===== config.mk =====
export PLATFORM = sky130hd
export DESIGN_NAME = ser_safety_regs
export DESIGN_NICKNAME = d
export VERILOG_FILES = /design/src/logic/ser_pkg.sv /design/src/logic/ser_safety_regs.sv
export SDC_FILE = /design/constraint.sdc
export NUM_CORES = 1
export LEC_CHECK = 0
export ABC_AREA = 0
export BUFFER_PORTS_ARGS = -buffer_cell sky130_fd_sc_hd__buf_2
export CAP_MARGIN = 20
export CORE_MARGIN = 1.5
export CORE_UTILIZATION = 60
export DETAILED_ROUTE_END_ITERATION = 8
export PLACE_DENSITY = 0.95
export SLEW_MARGIN = 25
export SYNTH_ARGS = -nofsm -noshare
export SYNTH_HDL_FRONTEND = slang
export SYNTH_SLANG_ARGS = --single-unit
export TNS_END_PERCENT = 10

===== constraint.sdc =====
create_clock -name i_clk -period 6.9 [get_ports i_clk]
set_input_delay 1.38 -clock i_clk [delete_from_list [all_inputs] [get_ports i_clk]]
set_output_delay 1.38 -clock i_clk [all_outputs]
set_load 0.02 [all_outputs]

===== src/logic/ser_pkg.sv =====
// shared constants and types for the safety error and crc register group
// assumes a plain register port on one clock with 16-bit data
package ser_pkg;
   // register port geometry
   localparam int ADDR_W = 12;
   localparam int DATA_W = 16;
   // register offsets
   localparam logic [11:0] OFS_POWER_EN = 12'h042;
   localparam logic [11:0] OFS_CLEAR = 12'h080;
   localparam logic [11:0] OFS_MASK = 12'h081;
   localparam logic [11:0] OFS_SUMMARY = 12'h082;
   localparam logic [11:0] OFS_CODE = 12'h083;
   localparam logic [11:0] OFS_CRC_LOW = 12'h084;
   localparam logic [11:0] OFS_CRC_HIGH = 12'h085;
   localparam logic [11:0] OFS_MAP_CTRL = 12'h086;
   localparam logic [11:0] OFS_MAP_DONE = 12'h087;
   localparam logic [11:0] OFS_MAP_LOW = 12'h088;
   localparam logic [11:0] OFS_MAP_HIGH = 12'h089;
   localparam logic [11:0] OFS_IRQ_STATUS = 12'h08a;
   localparam logic [11:0] OFS_IRQ_MASK = 12'h08b;
   // field positions and widths
   localparam int CLK_LOSS_EN_BIT = 9;
   localparam int CLEAR_BIT = 0;
   localparam int MAP_CTRL_BIT = 0;
   localparam int N_FAULT = 6;
   localparam int N_EVT = 7;
   localparam int EVT_DONE_BIT = 6;
   // values after reset, and the map control value that enables the walk
   localparam logic [5:0] MASK_RST = 6'h00;
   localparam logic [5:0] CODE_RST = 6'h00;
   localparam logic [6:0] IRQ_RST = 7'h00;
   localparam logic [15:0] WORD_RST = 16'h0000;
   localparam logic CLK_LOSS_EN_RST = 1'b1;
   localparam logic MAP_CTRL_RST = 1'b0;
   localparam logic MAP_CTRL_ENABLED = 1'b0;
   // register map checksum
   localparam logic [15:0] CRC_POLY = 16'h1021;
   localparam logic [15:0] CRC_INIT = 16'hffff;
   // error sources, msb first matches the code register layout
   typedef struct packed {
      logic clk_loss;
      logic neg_bias_fault;
      logic pos_bias_fault;
      logic vref_fault;
      logic over_heat_fault;
      logic crc_fault;
   } ser_fault_t;
   // register port request
   typedef struct packed {
      logic [ADDR_W-1:0] addr;
      logic [DATA_W-1:0] wdata;
      logic wr;
      logic rd;
   } ser_bus_t;
   // map checksum walker states
   typedef enum logic [2:0] {
      ST_IDLE = 3'b001,
      ST_REQ = 3'b010,
      ST_TAKE = 3'b100
   } ser_state_t;
endpackage


===== src/logic/ser_safety_regs.sv =====
// safety error reporting, masking, interface crc capture and register map crc
// assumes fault levels arrive unsynchronised from analog monitors, and that
// the register map answers a read strobe with data in the following cycle
//
// Chosen here: strobed register access.
`timescale 1ns/100ps
`default_nettype none

// Functional notes
// RULE1 - mask bit 5 hides clock loss
// RULE2 - mask bit 4 hides negative bias fault
// RULE3 - mask bit 3 hides positive bias fault
// RULE4 - mask bit 2 hides reference fault
// RULE5 - mask bit 1 hides overheat fault
// RULE6 - mask bit 0 hides crc; masks reset zero
// RULE7 - summary bit reads one on error
// RULE8 - code register shows each error bit
// RULE9 - crc value low byte, read only
// RULE10 - crc value high byte, next address
// RULE11 - map crc control: zero enables
// RULE12 - completion bit set when map crc finished
// RULE13 - map crc result low byte
// RULE14 - map crc result high byte
// RULE15 - clear bit high clears, blocks reporting
// RULE16 - clock loss detect only when enabled
// RULE17 - summary is or of unmasked errors
// RULE18 - map crc computed, held, then flagged
// RULE19 - polynomial and byte order chosen here
module ser_safety_regs
   import ser_pkg::*;
#(
   parameter int MAP_AW = 10,
   parameter logic [9:0] MAP_LAST = 10'h0ff
) (
   input wire logic i_clk,
   input wire logic i_resetn,
   input wire logic [ADDR_W-1:0] i_addr,
   input wire logic [DATA_W-1:0] i_wdata,
   input wire logic i_wr,
   input wire logic i_rd,
   input wire ser_fault_t i_faults,
   input wire logic [15:0] i_crc_value,
   input wire logic i_crc_valid,
   input wire logic [15:0] i_map_data,
   output logic [DATA_W-1:0] o_rdata,
   output logic o_irq,
   output logic o_clk_loss_detect_en,
   output logic o_map_rd,
   output logic [MAP_AW-1:0] o_map_addr
);

   // one step of the map checksum: a word, high byte first, msb first
   // no final inversion; each walk restarts from the initial value
   function automatic logic [15:0] crc16_word(input logic [15:0] crc, input logic [15:0] data);
      logic [15:0] c;
      c = crc;
      for (int i = 15; i >= 0; i--) begin
         if (c[15] ^ data[i]) begin
            c = {c[14:0], 1'b0} ^ CRC_POLY;
         end else begin
            c = {c[14:0], 1'b0};
         end
      end
      return c;
   endfunction

   // a register port hit: the strobe beside a matching address
   function automatic logic port_hit(input logic strobe, input logic [ADDR_W-1:0] addr,
         input logic [ADDR_W-1:0] ofs);
      return strobe && (addr == ofs);
   endfunction

   // one byte of a 16-bit value, placed low in a read word
   function automatic logic [DATA_W-1:0] byte_word(input logic [15:0] value, input logic upper);
      logic [DATA_W-1:0] w;
      w = WORD_RST;
      w[7:0] = upper ? value[15:8] : value[7:0];
      return w;
   endfunction

   // register port bundled
   ser_bus_t bus;
   assign bus = '{addr: i_addr, wdata: i_wdata, wr: i_wr, rd: i_rd};

   // two-stage synchroniser for the monitor levels
   // the monitors run free of this clock; only the second stage feeds logic
   ser_fault_t fault_meta_r;
   ser_fault_t fault_sync_r;
   always_ff @(posedge i_clk or negedge i_resetn) begin
      if (!i_resetn) begin
         fault_meta_r <= CODE_RST;
         fault_sync_r <= CODE_RST;
      end else begin
         fault_meta_r <= i_faults;
         fault_sync_r <= fault_meta_r;
      end
   end

   // software state
   logic clear_r, clear_nxt;
   logic [5:0] mask_r, mask_nxt;
   logic clk_loss_en_r, clk_loss_en_nxt;
   logic map_ctrl_r, map_ctrl_nxt;
   logic [6:0] irq_mask_r, irq_mask_nxt;
   // hardware state
   ser_fault_t code_r, code_nxt;
   logic summary_r, summary_nxt;
   logic [15:0] crc_val_r, crc_val_nxt;
   logic [6:0] irq_stat_r, irq_stat_nxt;
   logic irq_r, irq_nxt;
   logic [DATA_W-1:0] rdata_r, rdata_nxt;
   // map walker state
   ser_state_t state_r, state_nxt;
   logic [MAP_AW-1:0] map_addr_r, map_addr_nxt;
   logic map_rd_r, map_rd_nxt;
   logic [15:0] map_crc_r, map_crc_nxt;
   logic [15:0] map_res_r, map_res_nxt;
   logic map_done_r, map_done_nxt;

   // write decodes and the irq status read decode
   logic wr_clear, wr_mask, wr_power, wr_ctrl, wr_irq_mask, rd_irq_stat;
   assign wr_clear = port_hit(bus.wr, bus.addr, OFS_CLEAR);
   assign wr_mask = port_hit(bus.wr, bus.addr, OFS_MASK);
   assign wr_power = port_hit(bus.wr, bus.addr, OFS_POWER_EN);
   assign wr_ctrl = port_hit(bus.wr, bus.addr, OFS_MAP_CTRL);
   assign wr_irq_mask = port_hit(bus.wr, bus.addr, OFS_IRQ_MASK);
   assign rd_irq_stat = port_hit(bus.rd, bus.addr, OFS_IRQ_STATUS);

   // errors that count toward the summary
   ser_fault_t unmasked;
   logic map_start, map_finish;
   logic [6:0] events;

   // software written registers
   always_comb begin
      clear_nxt = clear_r;
      mask_nxt = mask_r;
      clk_loss_en_nxt = clk_loss_en_r;
      map_ctrl_nxt = map_ctrl_r;
      irq_mask_nxt = irq_mask_r;
      if (wr_clear) begin
         clear_nxt = bus.wdata[CLEAR_BIT];
      end
      // RULE6 mask read write
      if (wr_mask) begin
         mask_nxt = bus.wdata[N_FAULT-1:0];
      end
      if (wr_power) begin
         clk_loss_en_nxt = bus.wdata[CLK_LOSS_EN_BIT];
      end
      // RULE11 control bit store
      if (wr_ctrl) begin
         map_ctrl_nxt = bus.wdata[MAP_CTRL_BIT];
      end
      if (wr_irq_mask) begin
         irq_mask_nxt = bus.wdata[N_EVT-1:0];
      end
   end

   always_ff @(posedge i_clk or negedge i_resetn) begin
      if (!i_resetn) begin
         clear_r <= 1'b0;
         mask_r <= MASK_RST;
         clk_loss_en_r <= CLK_LOSS_EN_RST;
         map_ctrl_r <= MAP_CTRL_RST;
         irq_mask_r <= IRQ_RST;
      end else begin
         clear_r <= clear_nxt;
         mask_r <= mask_nxt;
         clk_loss_en_r <= clk_loss_en_nxt;
         map_ctrl_r <= map_ctrl_nxt;
         irq_mask_r <= irq_mask_nxt;
      end
   end

   // mask gating per source
   always_comb begin
      // RULE1 clock loss mask
      unmasked.clk_loss = code_r.clk_loss & ~mask_r[5];
      // RULE2 negative bias mask
      unmasked.neg_bias_fault = code_r.neg_bias_fault & ~mask_r[4];
      // RULE3 positive bias mask
      unmasked.pos_bias_fault = code_r.pos_bias_fault & ~mask_r[3];
      // RULE4 reference fault mask
      unmasked.vref_fault = code_r.vref_fault & ~mask_r[2];
      // RULE5 overheat mask
      unmasked.over_heat_fault = code_r.over_heat_fault & ~mask_r[1];
      // RULE6 crc error mask
      unmasked.crc_fault = code_r.crc_fault & ~mask_r[0];
   end

   // error latching and summary
   always_comb begin
      code_nxt = code_r;
      // sticky: a short glitch stays visible until software clears it
      // RULE8 latch each source
      code_nxt = code_r | fault_sync_r;
      // RULE16 detect gated by enable
      code_nxt.clk_loss = (code_r.clk_loss | fault_sync_r.clk_loss) & clk_loss_en_r;
      // RULE15 clear holds errors off
      if (clear_r) begin
         code_nxt = CODE_RST;
      end
      // RULE7 summary flag
      // RULE17 or of unmasked
      summary_nxt = (|unmasked) & ~clear_r; // lags the code register by one cycle
   end

   always_ff @(posedge i_clk or negedge i_resetn) begin
      if (!i_resetn) begin
         code_r <= CODE_RST;
         summary_r <= 1'b0;
      end else begin
         code_r <= code_nxt;
         summary_r <= summary_nxt;
      end
   end

   // interface checksum capture, held until the next valid strobe
   always_comb begin
      crc_val_nxt = crc_val_r;
      // RULE9 capture checksum value
      if (i_crc_valid) begin
         crc_val_nxt = i_crc_value;
      end
   end

   always_ff @(posedge i_clk or negedge i_resetn) begin
      if (!i_resetn) begin
         crc_val_r <= WORD_RST;
      end else begin
         crc_val_r <= crc_val_nxt;
      end
   end

   // map walk start and end
   // a start while the walker is busy is ignored, the control bit still stores
   assign map_start = wr_ctrl && (bus.wdata[MAP_CTRL_BIT] == MAP_CTRL_ENABLED);
   assign map_finish = (state_r == ST_TAKE) && (map_addr_r == MAP_LAST[MAP_AW-1:0]);

   // register map checksum walker
   always_comb begin
      state_nxt = state_r;
      map_addr_nxt = map_addr_r;
      map_rd_nxt = 1'b0;
      map_crc_nxt = map_crc_r;
      map_res_nxt = map_res_r;
      map_done_nxt = map_done_r;
      case (state_r)
         ST_IDLE: begin
            // RULE18 start on enable write
            if (map_start) begin
               state_nxt = ST_REQ;
               map_addr_nxt = '0;
               map_rd_nxt = 1'b1;
               map_crc_nxt = CRC_INIT;
               map_done_nxt = 1'b0;
            end
         end
         ST_REQ: begin
            state_nxt = ST_TAKE;
         end
         ST_TAKE: begin
            // RULE19 ccitt word step
            map_crc_nxt = crc16_word(map_crc_r, i_map_data);
            if (map_finish) begin
               state_nxt = ST_IDLE;
               // RULE18 hold result
               map_res_nxt = crc16_word(map_crc_r, i_map_data);
               // RULE12 completion flag
               map_done_nxt = 1'b1;
            end else begin
               state_nxt = ST_REQ;
               map_addr_nxt = map_addr_r + 1'b1;
               map_rd_nxt = 1'b1;
            end
         end
         default: begin
            state_nxt = ST_IDLE;
         end
      endcase
      // an abort before the last word's take cycle leaves done low and the old result, so no partial sum shows
      // RULE11 one disables and aborts
      if (map_ctrl_r != MAP_CTRL_ENABLED && state_r != ST_IDLE) begin
         state_nxt = ST_IDLE;
         map_rd_nxt = 1'b0;
      end
   end

   always_ff @(posedge i_clk or negedge i_resetn) begin
      if (!i_resetn) begin
         state_r <= ST_IDLE;
         map_addr_r <= '0;
         map_rd_r <= 1'b0;
         map_crc_r <= CRC_INIT;
         map_res_r <= WORD_RST;
         map_done_r <= 1'b0;
      end else begin
         state_r <= state_nxt;
         map_addr_r <= map_addr_nxt;
         map_rd_r <= map_rd_nxt;
         map_crc_r <= map_crc_nxt;
         map_res_r <= map_res_nxt;
         map_done_r <= map_done_nxt;
      end
   end

   // sticky events, read clears, a new event wins over the clear
   // only rising edges count, so a fault held high raises one event
   assign events = {map_done_nxt & ~map_done_r, code_nxt & ~code_r};
   always_comb begin
      irq_stat_nxt = irq_stat_r;
      if (rd_irq_stat) begin
         irq_stat_nxt = IRQ_RST;
      end
      irq_stat_nxt = irq_stat_nxt | events;
      irq_nxt = |(irq_stat_nxt & irq_mask_nxt);
   end

   always_ff @(posedge i_clk or negedge i_resetn) begin
      if (!i_resetn) begin
         irq_stat_r <= IRQ_RST;
         irq_r <= 1'b0;
      end else begin
         irq_stat_r <= irq_stat_nxt;
         irq_r <= irq_nxt;
      end
   end

   // read data, valid only in the cycle after the strobe
   // unused bits and unmapped addresses read as zero
   always_comb begin
      rdata_nxt = WORD_RST;
      if (bus.rd) begin
         case (bus.addr)
            OFS_POWER_EN: rdata_nxt[CLK_LOSS_EN_BIT] = clk_loss_en_r;
            OFS_CLEAR: rdata_nxt[CLEAR_BIT] = clear_r;
            OFS_MASK: rdata_nxt[N_FAULT-1:0] = mask_r;
            // RULE7 summary readback
            OFS_SUMMARY: rdata_nxt[0] = summary_r;
            // RULE8 code readback
            OFS_CODE: rdata_nxt[N_FAULT-1:0] = code_r;
            // RULE9 low byte
            OFS_CRC_LOW: rdata_nxt = byte_word(crc_val_r, 1'b0);
            // RULE10 high byte
            OFS_CRC_HIGH: rdata_nxt = byte_word(crc_val_r, 1'b1);
            OFS_MAP_CTRL: rdata_nxt[MAP_CTRL_BIT] = map_ctrl_r;
            // RULE12 completion readback
            OFS_MAP_DONE: rdata_nxt[0] = map_done_r;
            // RULE13 result low byte
            OFS_MAP_LOW: rdata_nxt = byte_word(map_res_r, 1'b0);
            // RULE14 result high byte
            OFS_MAP_HIGH: rdata_nxt = byte_word(map_res_r, 1'b1);
            OFS_IRQ_STATUS: rdata_nxt[N_EVT-1:0] = irq_stat_r;
            OFS_IRQ_MASK: rdata_nxt[N_EVT-1:0] = irq_mask_r;
            default: rdata_nxt = WORD_RST;
         endcase
      end
   end

   always_ff @(posedge i_clk or negedge i_resetn) begin
      if (!i_resetn) begin
         rdata_r <= WORD_RST;
      end else begin
         rdata_r <= rdata_nxt;
      end
   end

   // outputs straight from flops
   assign o_rdata = rdata_r;
   assign o_irq = irq_r;
   assign o_clk_loss_detect_en = clk_loss_en_r;
   assign o_map_rd = map_rd_r;
   assign o_map_addr = map_addr_r;

endmodule
`default_nettype wire


# Word-level counts from Yosys, hierarchy flattened
# Index checks and enable logic that the tools add are counted.
dict set report word_totals {
  reg_bits 122
  out_inout_bits 29
}
dict set report classes {
  n_eq_ne 21
  reduce_logical 15
  addsub 1
  mux 101
  bitwise_logic 86
}
# operator count
set op_table {}
lappend op_table {{16-bit 2-to-1 mux} 46}
lappend op_table {{13-bit 2-to-1 mux} 31}
lappend op_table {{12-bit by 8-bit equality test with 1-bit output (second input constant)} 12}
lappend op_table {{3-bit NOT} 31}
lappend op_table {{5-bit one-hot mux with 8 select lines} 1}
lappend op_table {{16-bit one-hot mux with 2 select lines} 1}
lappend op_table {{1-bit bitwise XOR} 31}
lappend op_table {{10-bit 2-to-1 mux} 3}
lappend op_table {{10-bit one-hot mux with 2 select lines} 1}
lappend op_table {{7-bit 2-to-1 mux} 2}
lappend op_table {{12-bit by 7-bit equality test with 1-bit output (second input constant)} 1}
lappend op_table {{1-bit one-hot mux with 12 select lines} 1}
lappend op_table {{10-bit by 1-bit adder with 10-bit output (second input constant)} 1}
lappend op_table {{10-bit by 8-bit equality test with 1-bit output (second input constant)} 1}
lappend op_table {{1-bit bitwise AND} 9}
lappend op_table {{1-bit logical AND} 9}
lappend op_table {{1-bit NOT} 9}
lappend op_table {{3-bit one-hot mux with 3 select lines} 1}
lappend op_table {{7-bit bitwise AND} 1}
lappend op_table {{7-bit OR} 1}
lappend op_table {{7-bit OR reduction} 1}
lappend op_table {{6-bit bitwise AND} 1}
lappend op_table {{1-bit 2-to-1 mux} 6}
lappend op_table {{3-bit 2-to-1 mux} 2}
lappend op_table {{other kinds (18)} 21}

# Depth between registers and ports, before layout
dict set report logic_depth {
  word_depth 62
  depth_mapped 8
  depth_no_buf 7
}

# Worst setup path before layout
# Ideal clock, no wire load.
dict set report synth_path {
  path_kind {input to register}
  start {in i_addr[5]}
  end {reg irq_r, in the netlist o_irq}
  path_buffers 0
  setup_slack_ns 3.378
  t_arrival_ns 3.384
  path_stages 6
  cell_sequence {or4_4 -> nor3_4 -> nand4_4 -> mux2_4 -> a22o_1 -> or4_1}
}
dict set report synth_between {
  word_cells_on_any_way 15
}
# item line_no
set synth_lines {}
lappend synth_lines {{start: declaration} ser_safety_regs.sv:37} ;# input wire logic [ADDR_W-1:0] i_addr,
lappend synth_lines {{12-bit by 8-bit equality test with 1-bit output} ser_safety_regs.sv:70} ;# return strobe && (addr == ofs);
lappend synth_lines {{1-bit logical AND} ser_safety_regs.sv:70}
lappend synth_lines {{7-bit 2-to-1 mux} ser_safety_regs.sv:155} ;# if (wr_irq_mask) begin
lappend synth_lines {{via irq_mask_nxt[2]} ser_safety_regs.sv:104} ;# logic [6:0] irq_mask_r, irq_mask_nxt;
lappend synth_lines {{7-bit bitwise AND} ser_safety_regs.sv:317} ;# irq_nxt = |(irq_stat_nxt & irq_mask_nxt);
lappend synth_lines {{7-bit OR reduction} ser_safety_regs.sv:317}
lappend synth_lines {{via irq_nxt} ser_safety_regs.sv:110} ;# logic irq_r, irq_nxt;
lappend synth_lines {{end signal: assignment} ser_safety_regs.sv:326} ;# irq_r <= irq_nxt;
lappend synth_lines {{end: declaration} ser_safety_regs.sv:110}
# The timed path passes the listed nets, and every way through them passes these cells.
# A chain may end at the register's enable or synchronous reset.

# Final worst setup path
dict set report layout_path {
  start {in i_addr[3]}
  end {reg irq_r, in the netlist o_irq}
}
dict set report layout_between {
  word_cells_on_any_way 15
}
# item line_no
set layout_lines {}
lappend layout_lines {{12-bit by 8-bit equality test with 1-bit output} ser_safety_regs.sv:70}
lappend layout_lines {{1-bit logical AND} ser_safety_regs.sv:70}
lappend layout_lines {{7-bit 2-to-1 mux} ser_safety_regs.sv:313} ;# if (rd_irq_stat) begin
lappend layout_lines {{7-bit OR} ser_safety_regs.sv:316} ;# irq_stat_nxt = irq_stat_nxt | events;
lappend layout_lines {{via irq_stat_nxt[2]} ser_safety_regs.sv:109} ;# logic [6:0] irq_stat_r, irq_stat_nxt;
lappend layout_lines {{7-bit bitwise AND} ser_safety_regs.sv:317}
lappend layout_lines {{7-bit OR reduction} ser_safety_regs.sv:317}
lappend layout_lines {{via irq_nxt} ser_safety_regs.sv:110}
# The timed path passes the listed nets, and every way through them passes these cells.

==> results.md <==
- Setup violators final: 0
- Overflow after GRT: 0
- Internal power: 1.364 mW
- Cells after Synth: 488
- Antenna Cells: 0
- GP Congestion: 0.9315
- Status: finished clean
- # IOs: 100
- Via count: 4398
- Overall Global Routing Usage: 31.07%
- Worst Setup SP: i_addr[3]
- PwrDens: 299.8 mW/mm2
- Final core utilization: 72.61%
- CP max FO: 25
- Setup ws final: 3.459 ns
- HP Class: flip-flop to flip-flop
- Number of global-route vias before repair: 4551
- Power share of the clock group: 41.5%
- CP arrival: 3.84 ns
- Cells after DPL: 665
- Area of the die: 0.009888 mm2
- Clock insertion delay at the later pin of the skew report: 0.53 ns
- Filler cell count: 577
- Total Power: 1.983 mW
- CP endpoint kind: flip-flop
- Max Cap Violations: 0
- Clock Sinks: 115
- DP HPWL: 9505 um
- Synth Flop Type: dfrtp_1
- Fin Setup TNS: 0 ns
- DRC: 0
- Final Hold Vio Count: 0
- Switch share: 31.21%
- TritonRoute pass-1 iters: 6
- Slew margin rel.: 36.57%
- Skew final: 0.008662 ns
- Register bit count reported by yosys: 115
- Post-synth EDFFs: 0
- Measured slew at the worst slew-check pin: 0.9487 ns
- Clock tree from TritonCTS: done
- Final Cycle Share: 49.87%
- WS Path Type: input port to flip-flop
- Site Rows: 35
- DP Area: 0.006061 mm2
- Area of the mapped netlist: 0.005580 mm2
- ANT nets after route: 0
- Register area: 0.002900 mm2
- Ys Warns: 0
- Initial antenna violation count: 0
- Starting Density: 61.26%
- Reg2Reg Depth: 6
- Flop pwr share: 37.5%
- P_leak: 2.984 nW
- H-tree levels: 4
- Final min period: 3.441 ns
- Reg2reg start: map_crc_r[12]
- Finished Cell Area: 0.006614 mm2
- Die Y-Extent: 99.44 um
- Top area cells in the synthesized netlist: dfrtp_1 (43%), dfstp_2 (8.5%), mux2_2 (8.1%), xnor2_1 (6.1%), o21ai_0 (3.6%)
- Register area share after synthesis: 51.97%
- Placeable Area: 0.009109 mm2
- Final wirelength: 14220 um
- Largest buffer count on any clock path: 2
- Drt wl/cell: 20.40 um
- Layout Cells excl Fill: 697
- Die W: 99.44 um
- Critical Path RT: 7.29 ns
- Fmax: 0.2906 GHz
- Fin. max-slew vios: 0
- P&R area growth vs syn: 18.52%
- I/O Buffers: 84
- Synth async-reset ratio: 100.0%
- CP Launch Type: input port
- Largest net degree at the start of global routing: 69
- Yosys top cell area share: 43.50%
- Hold Startpoint: fault_meta_r[4]
- Final net count: 645
- Yosys top cell by area: dfrtp_1
- Vias per cell: 6.310
- Number of buffers created by CTS: 17
- Gate power share: 21.0%
- Worst VDD drop: 0.1729 mV
- RSZ-0062 raised after global routing: false
- NetSw: 0.6189 mW
- Mean post-synth cell area: 11.44 um2
- Clock transition at path regs: 0.06 ns
- Post-CTS setup buffers: 0
- Hold WS: 0.3481 ns
- Post-CTS sizing: 0
- Area of the multi-input gates: 0.002524 mm2
- Place WS: 3.019 ns
- Share of layout cells above drive strength 1: 31.91%
- CTS Hold Bufs: 0
- Hold depth: 0
- DR iter-0 viols: 494
- Synth unique cells: 59
- CTS Root Buffer Type: clkbuf_8
- First-pass GRT wire length: 23090 um
critical path, cell delays in order:
cell and delay (ns):
buf_2 0.38, nor2b_1 0.37, and4_1 0.41, nand2_1 0.25, a32o_1 0.30, a22o_1 0.21, or4_1 0.53
cell usage in the layout, fill, tap and decap left out, types with 3 or more instances in the layout:
cell type | netlist | routed
a21oi_1 | 9 | 9
and4_1 | 3 | 3
xor2_1 | 20 | 20
nand3_1 | 8 | 8
nand2_1 | 34 | 34
buf_4 | 7 | 4
nor3_1 | 6 | 5
a32o_1 | 7 | 7
inv_1 | 14 | 14
nand2b_1 | 3 | 3
a31oi_1 | 4 | 4
dfstp_2 | 18 | 18
a211o_1 | 3 | 3
a22o_1 | 6 | 6
xnor3_1 | 5 | 5
a221oi_1 | 5 | 5
o22ai_1 | 5 | 5
nor2b_1 | 5 | 5
buf_2 | 2 | 83
conb_1 | 1 | 7
clkinv_4 | 0 | 3
and3_1 | 6 | 6
a22oi_1 | 13 | 13
nor2_1 | 28 | 28
inv_6 | 0 | 6
mux2_2 | 40 | 40
nand4_1 | 7 | 7
xnor2_1 | 39 | 39
inv_8 | 0 | 4
o21ai_0 | 40 | 40
clkbuf_16 | 0 | 16
dfrtp_1 | 97 | 97
logic make-up (layout without fill, tap and decap cells):
logic type / count (synthesis) / count (layout) / share of synthesized area, %
buffers and inverters: 41 / 133 / 3.296
adder cells (fa/ha/maj): 1 / 1 / 0.2242
AO/OA/AOI/OAI: 103 / 103 / 12.17
AND/OR/NAND/NOR: 118 / 118 / 11.32
XOR/XNOR: 67 / 67 / 12.42
multiplexers: 42 / 42 / 8.520
other: 1 / 7 / 0.06720
flip-flops: 115 / 115 / 51.97
final cells by class:
cell class / instances / share of cell area, %
clock inverter: 15 / 2.100
clock buffer: 17 / 6.262
multi-input combinational: 338 / 38.16
timing repair buffer: 87 / 6.735
sequential: 115 / 43.85
inverter: 14 / 0.7946
tap: 111 / 2.100
routing by layer:
metal	vias to the layer above	GRT usage (%)	wire, um
met2	288	49.26	6862
met3	69	8.503	1220
met1	2136	38.76	5411
li1	1905	-	-
met4	0	17.55	725
met5	-	0	0
state kept, by name (all words and copies together) (netlist names), 3 cells and up:
name / flops
code_r: 6
o_rdata: 9
map_res_r: 16
irq_mask_r: 7
crc_val_r: 16
map_crc_r: 16
mask_r: 6
fault_sync_r: 6
fault_meta_r: 6
o_map_addr: 10
state_r: 3
irq_stat_r: 7
cell usage after synthesis, types with 9 or more instances:
| master | number |
|---|---|
| clkbuf_1 | 17 |
| inv_1 | 14 |
| xor2_1 | 20 |
| a21oi_1 | 9 |
| nand2_1 | 34 |
| o21ai_0 | 40 |
| nor2_1 | 28 |
| dfstp_2 | 18 |
| a22oi_1 | 13 |
| xnor2_1 | 39 |
| dfrtp_1 | 97 |
| mux2_2 | 40 |
power by group through the flow:
stage          registers (mW)  logic (mW)  clock network, mW
3_5_place_dp            0.754       0.406                  0
4_1_cts                 0.743       0.414              0.827
3_3_place_gp            0.751       0.386                  0
6_report                0.744       0.417              0.823
2_1_floorplan           0.744       0.305                  0
5_1_grt                 0.747       0.446              0.860
final timing paths:
check / to / slack [ns]
worst max-delay path: o_irq / 3.46
worst min-delay path: fault_sync_r[4] / 0.35
worst max register to register: map_crc_r[12] / 4.17
worst min register to register: fault_sync_r[4] / 0.35
max in group asynchronous: state_r[1] / 4.77
min in group asynchronous: crc_val_r[3] / 0.85
(Power assumes the default switching activity.)
